==> src/hdl/atrb_cfg.svh <==
// Summary of operation
// - Core B first input gets its offset trim
// - Core B second input gets its offset trim
// - Dual mode: four separate bank gain trims
// - Single mode: core A bank0 own gain
// - Trims preload from fuse store
`ifndef ATRB_CFG_SVH
`define ATRB_CFG_SVH

// Register indices; byte address is four times the index
`define ATRB_IDX_OFS_B_IN1  12'h34c
`define ATRB_IDX_OFS_B_IN2  12'h34e
`define ATRB_IDX_GAIN_A0    12'h350
`define ATRB_IDX_GAIN_A1    12'h351
`define ATRB_IDX_GAIN_B0    12'h352
`define ATRB_IDX_GAIN_B1    12'h353
`define ATRB_IDX_GAIN_A0_S  12'h354
`define ATRB_IDX_CTRL       12'h360
`define ATRB_IDX_STAT       12'h361

// Trim entry numbers in the bank
`define ATRB_ENT_OFS_B_IN1  3'h0
`define ATRB_ENT_OFS_B_IN2  3'h1
`define ATRB_ENT_GAIN_A0    3'h2
`define ATRB_ENT_GAIN_A1    3'h3
`define ATRB_ENT_GAIN_B0    3'h4
`define ATRB_ENT_GAIN_B1    3'h5
`define ATRB_ENT_GAIN_A0_S  3'h6
`define ATRB_NUM_TRIM       7
`define ATRB_LAST_ENT       3'h6

// Field layout
`define ATRB_OFS_MSB        11
`define ATRB_GAIN_MSB       4
`define ATRB_OFS_MASK       16'hffff
`define ATRB_GAIN_MASK      16'h00ff
`define ATRB_CTRL_FG_BIT    0
`define ATRB_CTRL_SGL_BIT   1
`define ATRB_STAT_LOAD_BIT  0

// Reset values
`define ATRB_TRIM_RST       16'h0000
`define ATRB_CTRL_RST       2'h0

// Factory fuse contents; values are arbitrary
`define ATRB_FUSE_V0        16'h0812
`define ATRB_FUSE_V1        16'h07e9
`define ATRB_FUSE_V2        16'h0011
`define ATRB_FUSE_V3        16'h000e
`define ATRB_FUSE_V4        16'h0013
`define ATRB_FUSE_V5        16'h000c
`define ATRB_FUSE_V6        16'h0015

`endif

==> src/hdl/atrb_pkg.sv <==
`default_nettype none
package atrb_pkg;
   // Fuse preload sequencer states
   typedef enum logic [2:0] {
      ATRB_ST_ADDR  = 3'b001,
      ATRB_ST_CAPT  = 3'b010,
      ATRB_ST_READY = 3'b100
   } atrb_state_t;

   typedef logic [15:0] atrb_word_t;
endpackage
`default_nettype wire

==> src/hdl/atrb_fuse_rom.sv <==
`timescale 1ns/1ps
`default_nettype none
`include "atrb_cfg.svh"
module atrb_fuse_rom #(
   parameter int DEPTH = `ATRB_NUM_TRIM,
   parameter int AW    = 3
) (
   input  wire logic          clk_i,   // System clock
   input  wire logic [AW-1:0] addr_i,  // Fuse word index
   output var  logic [15:0]   data_o   // Registered fuse word
);
   // Refuse a table that the index cannot reach
   if (DEPTH > (1 << AW) || DEPTH != `ATRB_NUM_TRIM)
   begin : g_bad_depth
      $error("atrb_fuse_rom: depth does not fit");
   end

   logic [15:0] data_next;

   // Constant factory table
   always_comb
   begin
      case (addr_i)
         `ATRB_ENT_OFS_B_IN1: data_next = `ATRB_FUSE_V0;
         `ATRB_ENT_OFS_B_IN2: data_next = `ATRB_FUSE_V1;
         `ATRB_ENT_GAIN_A0:   data_next = `ATRB_FUSE_V2;
         `ATRB_ENT_GAIN_A1:   data_next = `ATRB_FUSE_V3;
         `ATRB_ENT_GAIN_B0:   data_next = `ATRB_FUSE_V4;
         `ATRB_ENT_GAIN_B1:   data_next = `ATRB_FUSE_V5;
         `ATRB_ENT_GAIN_A0_S: data_next = `ATRB_FUSE_V6;
         default:             data_next = 16'h0000;
      endcase
   end

   // Read data register
   always_ff @(posedge clk_i)
   begin
      data_o <= data_next;
   end
endmodule
`default_nettype wire

==> src/hdl/atrb_top.sv <==
`timescale 1ns/1ps
`default_nettype none
`include "atrb_cfg.svh"
module atrb_top (
   input  wire logic        clk_i,              // 40 MHz clock
   input  wire logic        rst_i,              // Sync reset, active high
   input  wire logic        wb_cyc_i,           // Wishbone cycle
   input  wire logic        wb_stb_i,           // Wishbone strobe
   input  wire logic        wb_we_i,            // Wishbone write enable
   input  wire logic [13:0] wb_adr_i,           // Wishbone byte address
   input  wire logic [3:0]  wb_sel_i,           // Wishbone byte lanes
   input  wire logic [31:0] wb_dat_i,           // Wishbone write data
   output var  logic [31:0] wb_dat_o,           // Wishbone read data
   output var  logic        wb_ack_o,           // Wishbone acknowledge
   input  wire logic        core_b_input_sel_i, // Core B samples: 0 first, 1 second
   output var  logic [11:0] offset_b_o,         // Applied core B offset trim
   output var  logic [4:0]  gain_a0_o,          // Applied core A bank 0 gain
   output var  logic [4:0]  gain_a1_o,          // Applied core A bank 1 gain
   output var  logic [4:0]  gain_b0_o,          // Applied core B bank 0 gain
   output var  logic [4:0]  gain_b1_o,          // Applied core B bank 1 gain
   output var  logic        fuse_loaded_o       // Preload finished
);
   atrb_pkg::atrb_state_t state_reg;
   atrb_pkg::atrb_state_t state_next;
   logic [2:0]             load_idx_reg;
   logic [2:0]             load_idx_next;
   logic [15:0]            fuse_data;
   logic                   capture;
   atrb_pkg::atrb_word_t   trim_reg  [`ATRB_NUM_TRIM];
   atrb_pkg::atrb_word_t   trim_next [`ATRB_NUM_TRIM];
   logic [1:0]             ctrl_reg;
   logic [1:0]             ctrl_next;
   logic                   ack_reg;
   logic                   ack_next;
   logic [31:0]            dat_reg;
   logic [31:0]            dat_next;
   logic [11:0]            idx;
   logic                   hit_trim;
   logic                   hit_ctrl;
   logic                   hit_stat;
   logic [2:0]             hit_ent;
   logic                   req;
   logic                   wr_en;
   logic [15:0]            lane_mask;
   logic [15:0]            rd_word;
   logic                   fg_en;
   logic                   single_mode;
   logic [11:0]            offset_next;
   logic [4:0]             gain_a0_next;
   logic [4:0]             gain_a1_next;
   logic [4:0]             gain_b0_next;
   logic [4:0]             gain_b1_next;

   // Factory fuse store
   atrb_fuse_rom #(
      .DEPTH (`ATRB_NUM_TRIM),
      .AW    (3)
   ) i_atrb_fuse_rom (
      .clk_i  (clk_i),
      .addr_i (load_idx_reg),
      .data_o (fuse_data)
   );

   // Preload sequencer: address, then capture, for each entry
   always_comb
   begin
      state_next    = state_reg;
      load_idx_next = load_idx_reg;
      capture       = 1'b0;
      case (state_reg)
         atrb_pkg::ATRB_ST_ADDR:
            state_next = atrb_pkg::ATRB_ST_CAPT;
         atrb_pkg::ATRB_ST_CAPT:
         begin
            capture = 1'b1;
            if (load_idx_reg == `ATRB_LAST_ENT)
               state_next = atrb_pkg::ATRB_ST_READY;
            else
            begin
               load_idx_next = load_idx_reg + 3'h1;
               state_next    = atrb_pkg::ATRB_ST_ADDR;
            end
         end
         atrb_pkg::ATRB_ST_READY:
            state_next = atrb_pkg::ATRB_ST_READY;
         default:
            state_next = atrb_pkg::ATRB_ST_ADDR;
      endcase
   end

   always_ff @(posedge clk_i)
   begin
      if (rst_i)
      begin
         state_reg    <= atrb_pkg::ATRB_ST_ADDR;
         load_idx_reg <= 3'h0;
      end
      else
      begin
         state_reg    <= state_next;
         load_idx_reg <= load_idx_next;
      end
   end

   // Address decode on word index
   always_comb
   begin
      idx      = wb_adr_i[13:2];
      hit_trim = 1'b1;
      hit_ctrl = 1'b0;
      hit_stat = 1'b0;
      hit_ent  = 3'h0;
      if (idx == `ATRB_IDX_OFS_B_IN1)
         hit_ent = `ATRB_ENT_OFS_B_IN1;
      else if (idx == `ATRB_IDX_OFS_B_IN2)
         hit_ent = `ATRB_ENT_OFS_B_IN2;
      else if (idx == `ATRB_IDX_GAIN_A0)
         hit_ent = `ATRB_ENT_GAIN_A0;
      else if (idx == `ATRB_IDX_GAIN_A1)
         hit_ent = `ATRB_ENT_GAIN_A1;
      else if (idx == `ATRB_IDX_GAIN_B0)
         hit_ent = `ATRB_ENT_GAIN_B0;
      else if (idx == `ATRB_IDX_GAIN_B1)
         hit_ent = `ATRB_ENT_GAIN_B1;
      else if (idx == `ATRB_IDX_GAIN_A0_S)
         hit_ent = `ATRB_ENT_GAIN_A0_S;
      else
      begin
         hit_trim = 1'b0;
         if (idx == `ATRB_IDX_CTRL)
            hit_ctrl = 1'b1;
         else if (idx == `ATRB_IDX_STAT)
            hit_stat = 1'b1;
      end
   end

   // Bus request, write strobe and byte lanes
   assign req       = wb_cyc_i & wb_stb_i;
   assign wr_en     = req & wb_we_i & ack_reg;
   assign lane_mask = {{8{wb_sel_i[1]}}, {8{wb_sel_i[0]}}};

   // Per-entry trim storage: fuse capture, then lane-masked writes
   for (genvar i = 0; i < `ATRB_NUM_TRIM; i++)
   begin : g_trim
      localparam logic [15:0] MASK = (i < 2) ? `ATRB_OFS_MASK : `ATRB_GAIN_MASK;
      always_comb
      begin
         trim_next[i] = trim_reg[i];
         if (capture && load_idx_reg == 3'(i))
            trim_next[i] = fuse_data & MASK;
         else if (wr_en && hit_trim && hit_ent == 3'(i))
            trim_next[i] = ((trim_reg[i] & ~lane_mask)
                           | (wb_dat_i[15:0] & lane_mask)) & MASK;
      end

      always_ff @(posedge clk_i)
      begin
         if (rst_i)
            trim_reg[i] <= `ATRB_TRIM_RST;
         else
            trim_reg[i] <= trim_next[i];
      end
   end

   // Control register, read mux and acknowledge
   always_comb
   begin
      ctrl_next = ctrl_reg;
      if (wr_en && hit_ctrl && wb_sel_i[0])
         ctrl_next = wb_dat_i[1:0];
      rd_word = 16'h0000;
      if (hit_trim)
         rd_word = trim_reg[hit_ent];
      else if (hit_ctrl)
         rd_word = {14'h0000, ctrl_reg};
      else if (hit_stat)
         rd_word = {15'h0000, fuse_loaded_o};
      ack_next = req & ~ack_reg & (state_reg == atrb_pkg::ATRB_ST_READY);
      dat_next = ack_next ? {16'h0000, rd_word} : 32'h0000_0000;
   end

   always_ff @(posedge clk_i)
   begin
      if (rst_i)
      begin
         ctrl_reg <= `ATRB_CTRL_RST;
         ack_reg  <= 1'b0;
         dat_reg  <= 32'h0000_0000;
      end
      else
      begin
         ctrl_reg <= ctrl_next;
         ack_reg  <= ack_next;
         dat_reg  <= dat_next;
      end
   end

   assign wb_ack_o    = ack_reg;
   assign wb_dat_o    = dat_reg;
   assign fg_en       = ctrl_reg[`ATRB_CTRL_FG_BIT];
   assign single_mode = ctrl_reg[`ATRB_CTRL_SGL_BIT];

   // Applied trims, gated by foreground calibration
   always_comb
   begin
      offset_next  = 12'h000;
      gain_a0_next = 5'h00;
      gain_a1_next = 5'h00;
      gain_b0_next = 5'h00;
      gain_b1_next = 5'h00;
      if (fg_en)
      begin
         if (core_b_input_sel_i)
            offset_next = trim_reg[`ATRB_ENT_OFS_B_IN2][`ATRB_OFS_MSB:0];
         else
            offset_next = trim_reg[`ATRB_ENT_OFS_B_IN1][`ATRB_OFS_MSB:0];
         if (single_mode)
            gain_a0_next = trim_reg[`ATRB_ENT_GAIN_A0_S][`ATRB_GAIN_MSB:0];
         else
            gain_a0_next = trim_reg[`ATRB_ENT_GAIN_A0][`ATRB_GAIN_MSB:0];
         gain_a1_next = trim_reg[`ATRB_ENT_GAIN_A1][`ATRB_GAIN_MSB:0];
         gain_b0_next = trim_reg[`ATRB_ENT_GAIN_B0][`ATRB_GAIN_MSB:0];
         gain_b1_next = trim_reg[`ATRB_ENT_GAIN_B1][`ATRB_GAIN_MSB:0];
      end
   end

   always_ff @(posedge clk_i)
   begin
      if (rst_i)
      begin
         offset_b_o    <= 12'h000;
         gain_a0_o     <= 5'h00;
         gain_a1_o     <= 5'h00;
         gain_b0_o     <= 5'h00;
         gain_b1_o     <= 5'h00;
         fuse_loaded_o <= 1'b0;
      end
      else
      begin
         offset_b_o    <= offset_next;
         gain_a0_o     <= gain_a0_next;
         gain_a1_o     <= gain_a1_next;
         gain_b0_o     <= gain_b0_next;
         gain_b1_o     <= gain_b1_next;
         fuse_loaded_o <= (state_next == atrb_pkg::ATRB_ST_READY);
      end
   end

   // Checks on applied trims and preload
   a_offset_in1: assert property (@(posedge clk_i) disable iff (rst_i)
      fg_en && !core_b_input_sel_i |=>
         offset_b_o == $past(trim_reg[`ATRB_ENT_OFS_B_IN1][`ATRB_OFS_MSB:0]))
      else $error("core B first input offset not applied");

   a_offset_in2: assert property (@(posedge clk_i) disable iff (rst_i)
      fg_en && core_b_input_sel_i |=>
         offset_b_o == $past(trim_reg[`ATRB_ENT_OFS_B_IN2][`ATRB_OFS_MSB:0]))
      else $error("core B second input offset not applied");

   a_gain_dual: assert property (@(posedge clk_i) disable iff (rst_i)
      fg_en && !single_mode |=>
         gain_a0_o == $past(trim_reg[`ATRB_ENT_GAIN_A0][`ATRB_GAIN_MSB:0])
         && gain_b1_o == $past(trim_reg[`ATRB_ENT_GAIN_B1][`ATRB_GAIN_MSB:0]))
      else $error("dual mode gain trims not applied");

   a_gain_single: assert property (@(posedge clk_i) disable iff (rst_i)
      fg_en && single_mode |=>
         gain_a0_o == $past(trim_reg[`ATRB_ENT_GAIN_A0_S][`ATRB_GAIN_MSB:0]))
      else $error("single mode bank 0 gain not applied");

   a_fuse_value: assert property (@(posedge clk_i) disable iff (rst_i)
      $rose(fuse_loaded_o) |->
         trim_reg[`ATRB_ENT_OFS_B_IN1] == `ATRB_FUSE_V0
         && trim_reg[`ATRB_ENT_GAIN_A0_S] == `ATRB_FUSE_V6)
      else $error("fuse preload values wrong");

   a_fuse_time: assert property (@(posedge clk_i) disable iff (rst_i)
      $fell(rst_i) |-> !fuse_loaded_o [*8] ##[1:8] fuse_loaded_o)
      else $error("fuse preload not finished in time");

   a_offset_off: assert property (@(posedge clk_i) disable iff (rst_i)
      !fg_en |=> offset_b_o == 12'h000)
      else $error("offset applied without foreground calibration");

   a_ack_pulse: assert property (@(posedge clk_i) disable iff (rst_i)
      wb_ack_o |=> !wb_ack_o)
      else $error("acknowledge longer than one cycle");
endmodule
`default_nettype wire

==> config.mk <==
export PLATFORM = sky130hd
export DESIGN_NAME = atrb_top
export DESIGN_NICKNAME = d
export VERILOG_FILES = /design/src/hdl/atrb_pkg.sv /design/src/hdl/atrb_fuse_rom.sv /design/src/hdl/atrb_top.sv
export VERILOG_INCLUDE_DIRS = /design/src /design/src/hdl
export SDC_FILE = /design/constraint.sdc
export NUM_CORES = 1
export LEC_CHECK = 0
export BUFFER_PORTS_ARGS = -buffer_cell sky130_fd_sc_hd__buf_2
export CAP_MARGIN = 10
export CORE_AREA = 2 2 136 138
export CTS_CLUSTER_DIAMETER = 200
export DETAILED_ROUTE_END_ITERATION = 8
export DIE_AREA = 0 0 138 140
export PLACE_DENSITY_LB_ADDON = 0.15
export SLEW_MARGIN = 30
export SYNTH_ARGS = -nofsm -noshare
export SYNTH_HDL_FRONTEND = slang
export SYNTH_SLANG_ARGS = --single-unit
==> constraint.sdc <==
create_clock -name clk_i -period 2.5 [get_ports clk_i]
set_input_delay 0.5 -clock clk_i [delete_from_list [all_inputs] [get_ports clk_i]]
set_output_delay 0.5 -clock clk_i [all_outputs]
set_load 0.05 [all_outputs]
==> results of run 1 <==
==> placed cells by master (no fill, tap or decap), types with 3 or more instances in the layout <==
cell type and instances:
inv_6 3, inv_1 7, clkinvlp_4 4, a21oi_1 38, nand2_1 78, buf_2 85, a311oi_1 12, nand4_1 11
buf_4 47, nor2b_1 3, o21bai_1 7, nand2b_1 7, buf_6 4, a311oi_2 3, nand3_1 22, a221oi_1 6
bufinv_16 3, buf_12 4, a31oi_1 7, a211oi_1 26, mux2i_1 75, ha_1 5, and2_1 24, o21ai_0 15
nor4b_1 3, nor2_1 85, a32oi_1 3, conb_1 16, dfxtp_1 137, clkbuf_16 17
==> worst register-to-register path, cell delays in order (launching register included) <==
cell	delay (ns)
dfxtp_1	0.34
and4_1	0.25
nand2_1	0.24
nor2_1	0.35
nand2_1	0.38
mux2i_1	0.21
a211oi_1	0.25
==> through the flow <==
stage          hold WS (ns)  instances
2_1_floorplan         0.430        694
3_3_place_gp          0.438       1009
3_5_place_dp          0.447       1009
4_1_cts               0.323       1041
5_1_grt               0.340       1039
6_report              0.334       1039
==> cell type report <==
type	count	area share
tap	229	0.0370
multi-input combinational	494	0.410
inverter	7	0.00339
clock inverter	13	0.0218
sequential	137	0.354
clock buffer	19	0.0572
timing repair buffer	140	0.117
==> metal layers <==
| layer | vias up | wire, µm |
|---|---|---|
| li1 | 2646 | - |
| met1 | 2599 | 8740 |
| met2 | 179 | 8540 |
| met3 | 31 | 877 |
| met4 | 0 | 407 |
| met5 | - | 0 |
==> power by group through the flow <==
stage                     sequential (mW)  combinational, mW  clock (mW)
final                                2.25              0.284        2.60
after global routing                 2.25              0.306        2.74
after CTS                            2.25              0.282        2.64
after detailed placement             2.30              0.280           0
after global placement               2.29              0.276           0
after floorplan                      2.28              0.200           0
==> repair_timing <==
item | in CTS | in global routing
pin swaps | 2 | 6
resized for setup | 5 | 8
setup endpoints to repair | 5 | 24
buffers inserted | 0 | 1
==> cell families after synthesis <==
family          count (synthesis)  synth area share
xor+xnor                        1           0.00143
mux                            75             0.123
compound gates                136             0.152
buf+inv                        63            0.0518
other cells                     1          0.000613
flops                         137             0.449
fa+ha+maj                       5            0.0102
simple gates                  261             0.213
==> final timing paths <==
check                 end  slack (ns)
max reg2reg     flip-flop        0.39
min reg2reg  wb_dat_o[15]        0.46
min             flip-flop        0.33
max           wb_dat_o[1]        0.05
==> results_dict.tcl, run 1 <==
set metrics [dict create \
    netlist_area_um2 6110 \
    crit_arrival_ns 2.82 \
    die_x_um 138 \
    final_nets 858 \
    yosys_warnings 0 \
    critPathKind "in -> reg" \
    ant_nets 0 \
    seqPwrFrac 0.438 \
    multi_input_comb_area_um2 3180 \
    total_power_mw 5.13 \
    ff_latch_area_um2 2740 \
    htreeDepth 4 \
    cp_slowest_cell "or4b_4" \
    num_antenna_cells 0 \
    ys_ff_latch 137 \
    clock_latency_ns 0.42 \
    ioPinCount 122 \
    antenna_found_initial 0 \
    initial_core_util 0.344 \
    tightestPinTransition_ns 0.774 \
    hp-start "wb_dat_i[15]" \
    clk_pin_slew_ns 0.06 \
    num_vias 5455 \
    synth_top_area_frac 0.449 \
    post-route-util 0.436 \
    die_area_um2 19300 \
    drt-pass1-iter-count 5 \
    core_um2 17800 \
    grt_max_degree 57 \
    path_depth 10 \
    dpl-instance-area_um2 7080 \
    grt-ovfl-total 0 \
    seq_area_frac_synth 0.449 \
    fillers 1778 \
    post-place-ws_ns -0.539 \
    leakage_nw 3.28 \
    dpl.hpwl_um 14000 \
    worstPathRequired_ns 2.87 \
    async_flop_share 0 \
    cp_cell_sequence "buf_2 > or4b_4 > or4_4 > buf_6 > a21oi_4 > buf_6 > buf_4 > a22oi_1 > o221ai_1 > o311a_1" \
    hold_path_depth 3 \
    switching_share 0.239 \
    drt-initial-drc-count 370 \
    worst_slack_ns 0.0484 \
    grt_pass1_wl_um 29500 \
    rows 49 \
    root_buffer "clkbuf_16" \
    gr-usage-met1 0.260 \
    ys.flop_type "dfxtp_1" \
    routed_via_density 5.25 \
    die-height_um 140 \
    grt_usage 0.195 \
    period_minus_slack_ns 2.45 \
    p_comb_frac 0.055 \
    ir_worst_vdd_v 0.000455 \
    r2r-start "wb_ack_o" \
    synth_area_leaders "dfxtp_1 45%, mux2i_1 12%, nor2_1 5.2%" \
    met3_usage 0.0427 \
    cp-start-kind "primary input" \
    syn_avg_cell_area_um2 9.00 \
    p_int_mw 3.90 \
    wl_per_cell_um 17.9 \
    clkPwrFrac 0.506 \
    fmax_mhz 408 \
    port_buffers 85 \
    cts_buffers 17 \
    gp_congestion 0.902 \
    switching_power_mw 1.22 \
    post-route-drc-count 0 \
    tritoncts "built" \
    hold_viol_final 0 \
    busiest_layer "met2" \
    cpLargestDelayFamily "simple AND/OR/NAND/NOR gates" \
    clock_skew_ns 0.00577 \
    critPathMaxFanout 8 \
    crit_buf_inv 4 \
    fin_setup_tns_ns 0 \
    grt_pass1_vias 5282 \
    synth_edf_count 0 \
    end_kind "flip-flop" \
    setup_viol 0 \
    timing.critical_path.mode_cell "buf_6" \
    crit_start "wb_adr_i[6]" \
    status "finished clean" \
    cellPowerDensity_nw_per_um2 662 \
    r2r_cells 6 \
    slew_headroom 0.482 \
    routed_wl_um 18600 \
    design_area_um2 7750 \
    synthTopCellsByCount "137 x dfxtp_1, 85 x nor2_1, 78 x nand2_1" \
    drv_cap 0 \
    holdCritPathClass "in -> reg" \
    ys_types 60 \
    use_met2 0.314 \
    synth_cells 679 \
    post-route-period-util 0.981 \
    cts_sinks 137 \
    synth_most_common_cell "dfxtp_1" \
    cts_max_path_buffers 2 \
    drv_slew 0 \
    syn2layout_area_growth_pct 26.7 \
    yosysTopAreaCell "dfxtp_1" \
    holdBufCountCts 0 \
    cpPeakStageDelay_ns 0.54 \
    drive_above_1_share 0.236 \
]
Power figures use the tool's default switching activity.
==> inputs of run 2 (changes only) <==
--- a/config.mk
+++ b/config.mk
@@ -6,12 +6,12 @@
 export SDC_FILE = /design/constraint.sdc
 export NUM_CORES = 1
 export LEC_CHECK = 0
+export ABC_AREA = 1
 export BUFFER_PORTS_ARGS = -buffer_cell sky130_fd_sc_hd__buf_2
 export CAP_MARGIN = 10
-export CORE_AREA = 2 2 136 138
-export CTS_CLUSTER_DIAMETER = 200
+export CORE_AREA = 2 2 140 142
 export DETAILED_ROUTE_END_ITERATION = 8
-export DIE_AREA = 0 0 138 140
+export DIE_AREA = 0 0 142 144
 export PLACE_DENSITY_LB_ADDON = 0.15
 export SLEW_MARGIN = 30
 export SYNTH_ARGS = -nofsm -noshare
==> run 2 against run 1 <==
  * Wire length rose by 15%
  * Cell area is 1.4% higher
  * Final cell count increased by 22%
  * Power rose by 2.8%
  * Combinational power increased by 7.7%
  * Global-route usage grew 1.8 points
==> results_dict.tcl, run 2 <==
set metrics [dict create \
    status "finished clean" \
    cellPowerDensity_nw_per_um2 671 \
    critPathKind "reg -> reg" \
    seqPwrFrac 0.428 \
    holdCritPathClass "in -> reg" \
    die_x_um 142 \
    synth_edf_count 0 \
    slew_headroom 0.388 \
    ctsResizeCount 0 \
    die_area_um2 20400 \
    drv_cap 0 \
    period_minus_slack_ns 2.06 \
    multi_input_comb_area_um2 3150 \
    ioPinCount 122 \
    num_antenna_cells 0 \
    ys_types 40 \
    synth_cells 919 \
    synth_area_leaders "dfxtp_1 42%, nand2_1 12%, nor2_1 6.3%" \
    p_comb_frac 0.058 \
    switching_share 0.241 \
    syn2layout_area_growth_pct 20.5 \
    ir_worst_vdd_v 0.000494 \
    gp_congestion 0.901 \
    yosysTopAreaCell "dfxtp_1" \
    dpl.hpwl_um 15500 \
    port_buffers 85 \
    layout_common_cells "209 x nand2_1, 137 x dfxtp_1, 109 x nor2_1" \
    clock_latency_ns 0.43 \
    synthTopCellsByCount "209 x nand2_1, 137 x dfxtp_1, 109 x nor2_1" \
    synth_top_area_frac 0.421 \
    htreeDepth 4 \
    cp-start-kind "flip-flop" \
    grt_pass1_wl_um 32500 \
    synth_most_common_cell "nand2_1" \
    post-route-util 0.412 \
    drt-initial-drc-count 574 \
    drt-pass1-iter-count 5 \
    hold_viol_final 0 \
    antenna_found_initial 0 \
    final_nets 1081 \
    post-route-period-util 0.824 \
    fillers 2029 \
    tritoncts "built" \
    leakage_nw 3.36 \
    fmax_mhz 486 \
    ys_ff_latch 137 \
    grt_pass1_vias 5813 \
    syn_avg_cell_area_um2 7.09 \
    drv_slew 0 \
    clkPwrFrac 0.514 \
    cts_sinks 137 \
    fin_setup_tns_ns 0 \
    clock_skew_ns 0.00727 \
    initial_core_util 0.342 \
    clk_pin_slew_ns 0.06 \
    post-route-drc-count 0 \
    setup_viol 0 \
    netlist_area_um2 6520 \
    critPathMaxFanout 12 \
    rsz0062_at_grt "no" \
    drive_above_1_share 0.177 \
    routed_wl_um 21300 \
    ff_latch_area_um2 2740 \
    root_buffer "clkbuf_16" \
    p_int_mw 4.00 \
    seq_area_frac_synth 0.421 \
    tightestPinTransition_ns 0.918 \
    num_vias 6299 \
    rows 51 \
    crit_arrival_ns 2.38 \
    routed_via_density 4.96 \
    switching_power_mw 1.27 \
    ys.flop_type "dfxtp_1" \
    ant_nets 0 \
    layout_commonest_cell "nand2_1" \
    cts_max_path_buffers 2 \
    core_um2 19100 \
    post-cts-setup-buffer-count 0 \
    worstPathRequired_ns 2.82 \
    wl_per_cell_um 16.8 \
    end_kind "flip-flop" \
    grt_max_degree 49 \
    grt_usage 0.213 \
    holdBufCountCts 0 \
    die-height_um 144 \
    grt-ovfl-total 0 \
    yosys_warnings 0 \
    async_flop_share 0 \
    cts_buffers 17 \
]
==> run 2: cell count changes in the layout (fill, tap and decap cells not counted), sizes merged, moves of 31 or more <==
cell	change
a21oi	+38
buf	-31
inv	+101
mux2i	-75
nand2	+140
nand3	+39
nor2	+41
o21ai	+51
==> run 2: stage by stage <==
step	worst slack, ns	hold WS, ns	power, mW	std cells	area (µm²)
final	0.441	0.331	5.27	1270	7850
after global routing	0.229	0.337	5.43	1270	7850
after CTS	0.477	0.330	5.30	1270	7850
after detailed placement	0.0773	0.437	2.60	1239	7230
after global placement	0.0620	0.435	2.60	1239	7230
after floorplan	0.612	0.418	2.51	934	6580
==> run 2: cells by family after synthesis <==
logic type	count (synthesis)	share of synthesized area
simple gates	422	0.292
compound gates	198	0.173
buf+inv	156	0.104
flops	137	0.421
fa+ha+maj	5	0.00960
other cells	1	0.000575
==> run 2: final timing paths <==
| kind | slack [ns] | from | cells after the start | to |
|---|---|---|---|---|
| worst max-delay path | 0.44 | load_idx_reg[0] | 10 | trim_reg[0][6] |
| worst min-delay path | 0.33 | rst_i | 2 | fuse_loaded_o |
| worst max register to register | 0.44 | load_idx_reg[0] | 10 | trim_reg[0][6] |
| worst min register to register | 0.44 | flip-flop | 2 | flip-flop |
==> run 2: final cells by class <==
cell class,count,area share
multi-input cells,641,0.401
flip-flops and latches,137,0.349
repair buffers,109,0.0771
clock buffers,20,0.0581
inverters,114,0.0545
well taps,238,0.0379
clock inverters,11,0.0217
==> run 2: critical path: stages (launching register included) <==
cell      delay (ns)
dfxtp_1         0.34
inv_1           0.12
ha_1            0.25
nand2_1         0.12
nor2_1          0.11
buf_4           0.23
clkinv_1        0.36
nand3_1         0.20
nand3_1         0.09
nand2_1         0.07
inv_1           0.05
==> run 2: power by group through the flow <==
stage | combinational, mW | sequential, mW | clock [mW]
floorplan | 0.230 | 2.28 | 0
global placement | 0.302 | 2.30 | 0
detailed placement | 0.301 | 2.30 | 0
CTS | 0.303 | 2.25 | 2.75
global route | 0.336 | 2.26 | 2.84
finish | 0.306 | 2.26 | 2.71
==> run 2: per-layer routing <==
metal,GRT usage,share of wire
met2,0.336,0.44
met3,0.0450,0.068
met4,0.0795,0.025
met1,0.288,0.46
met5,0,0
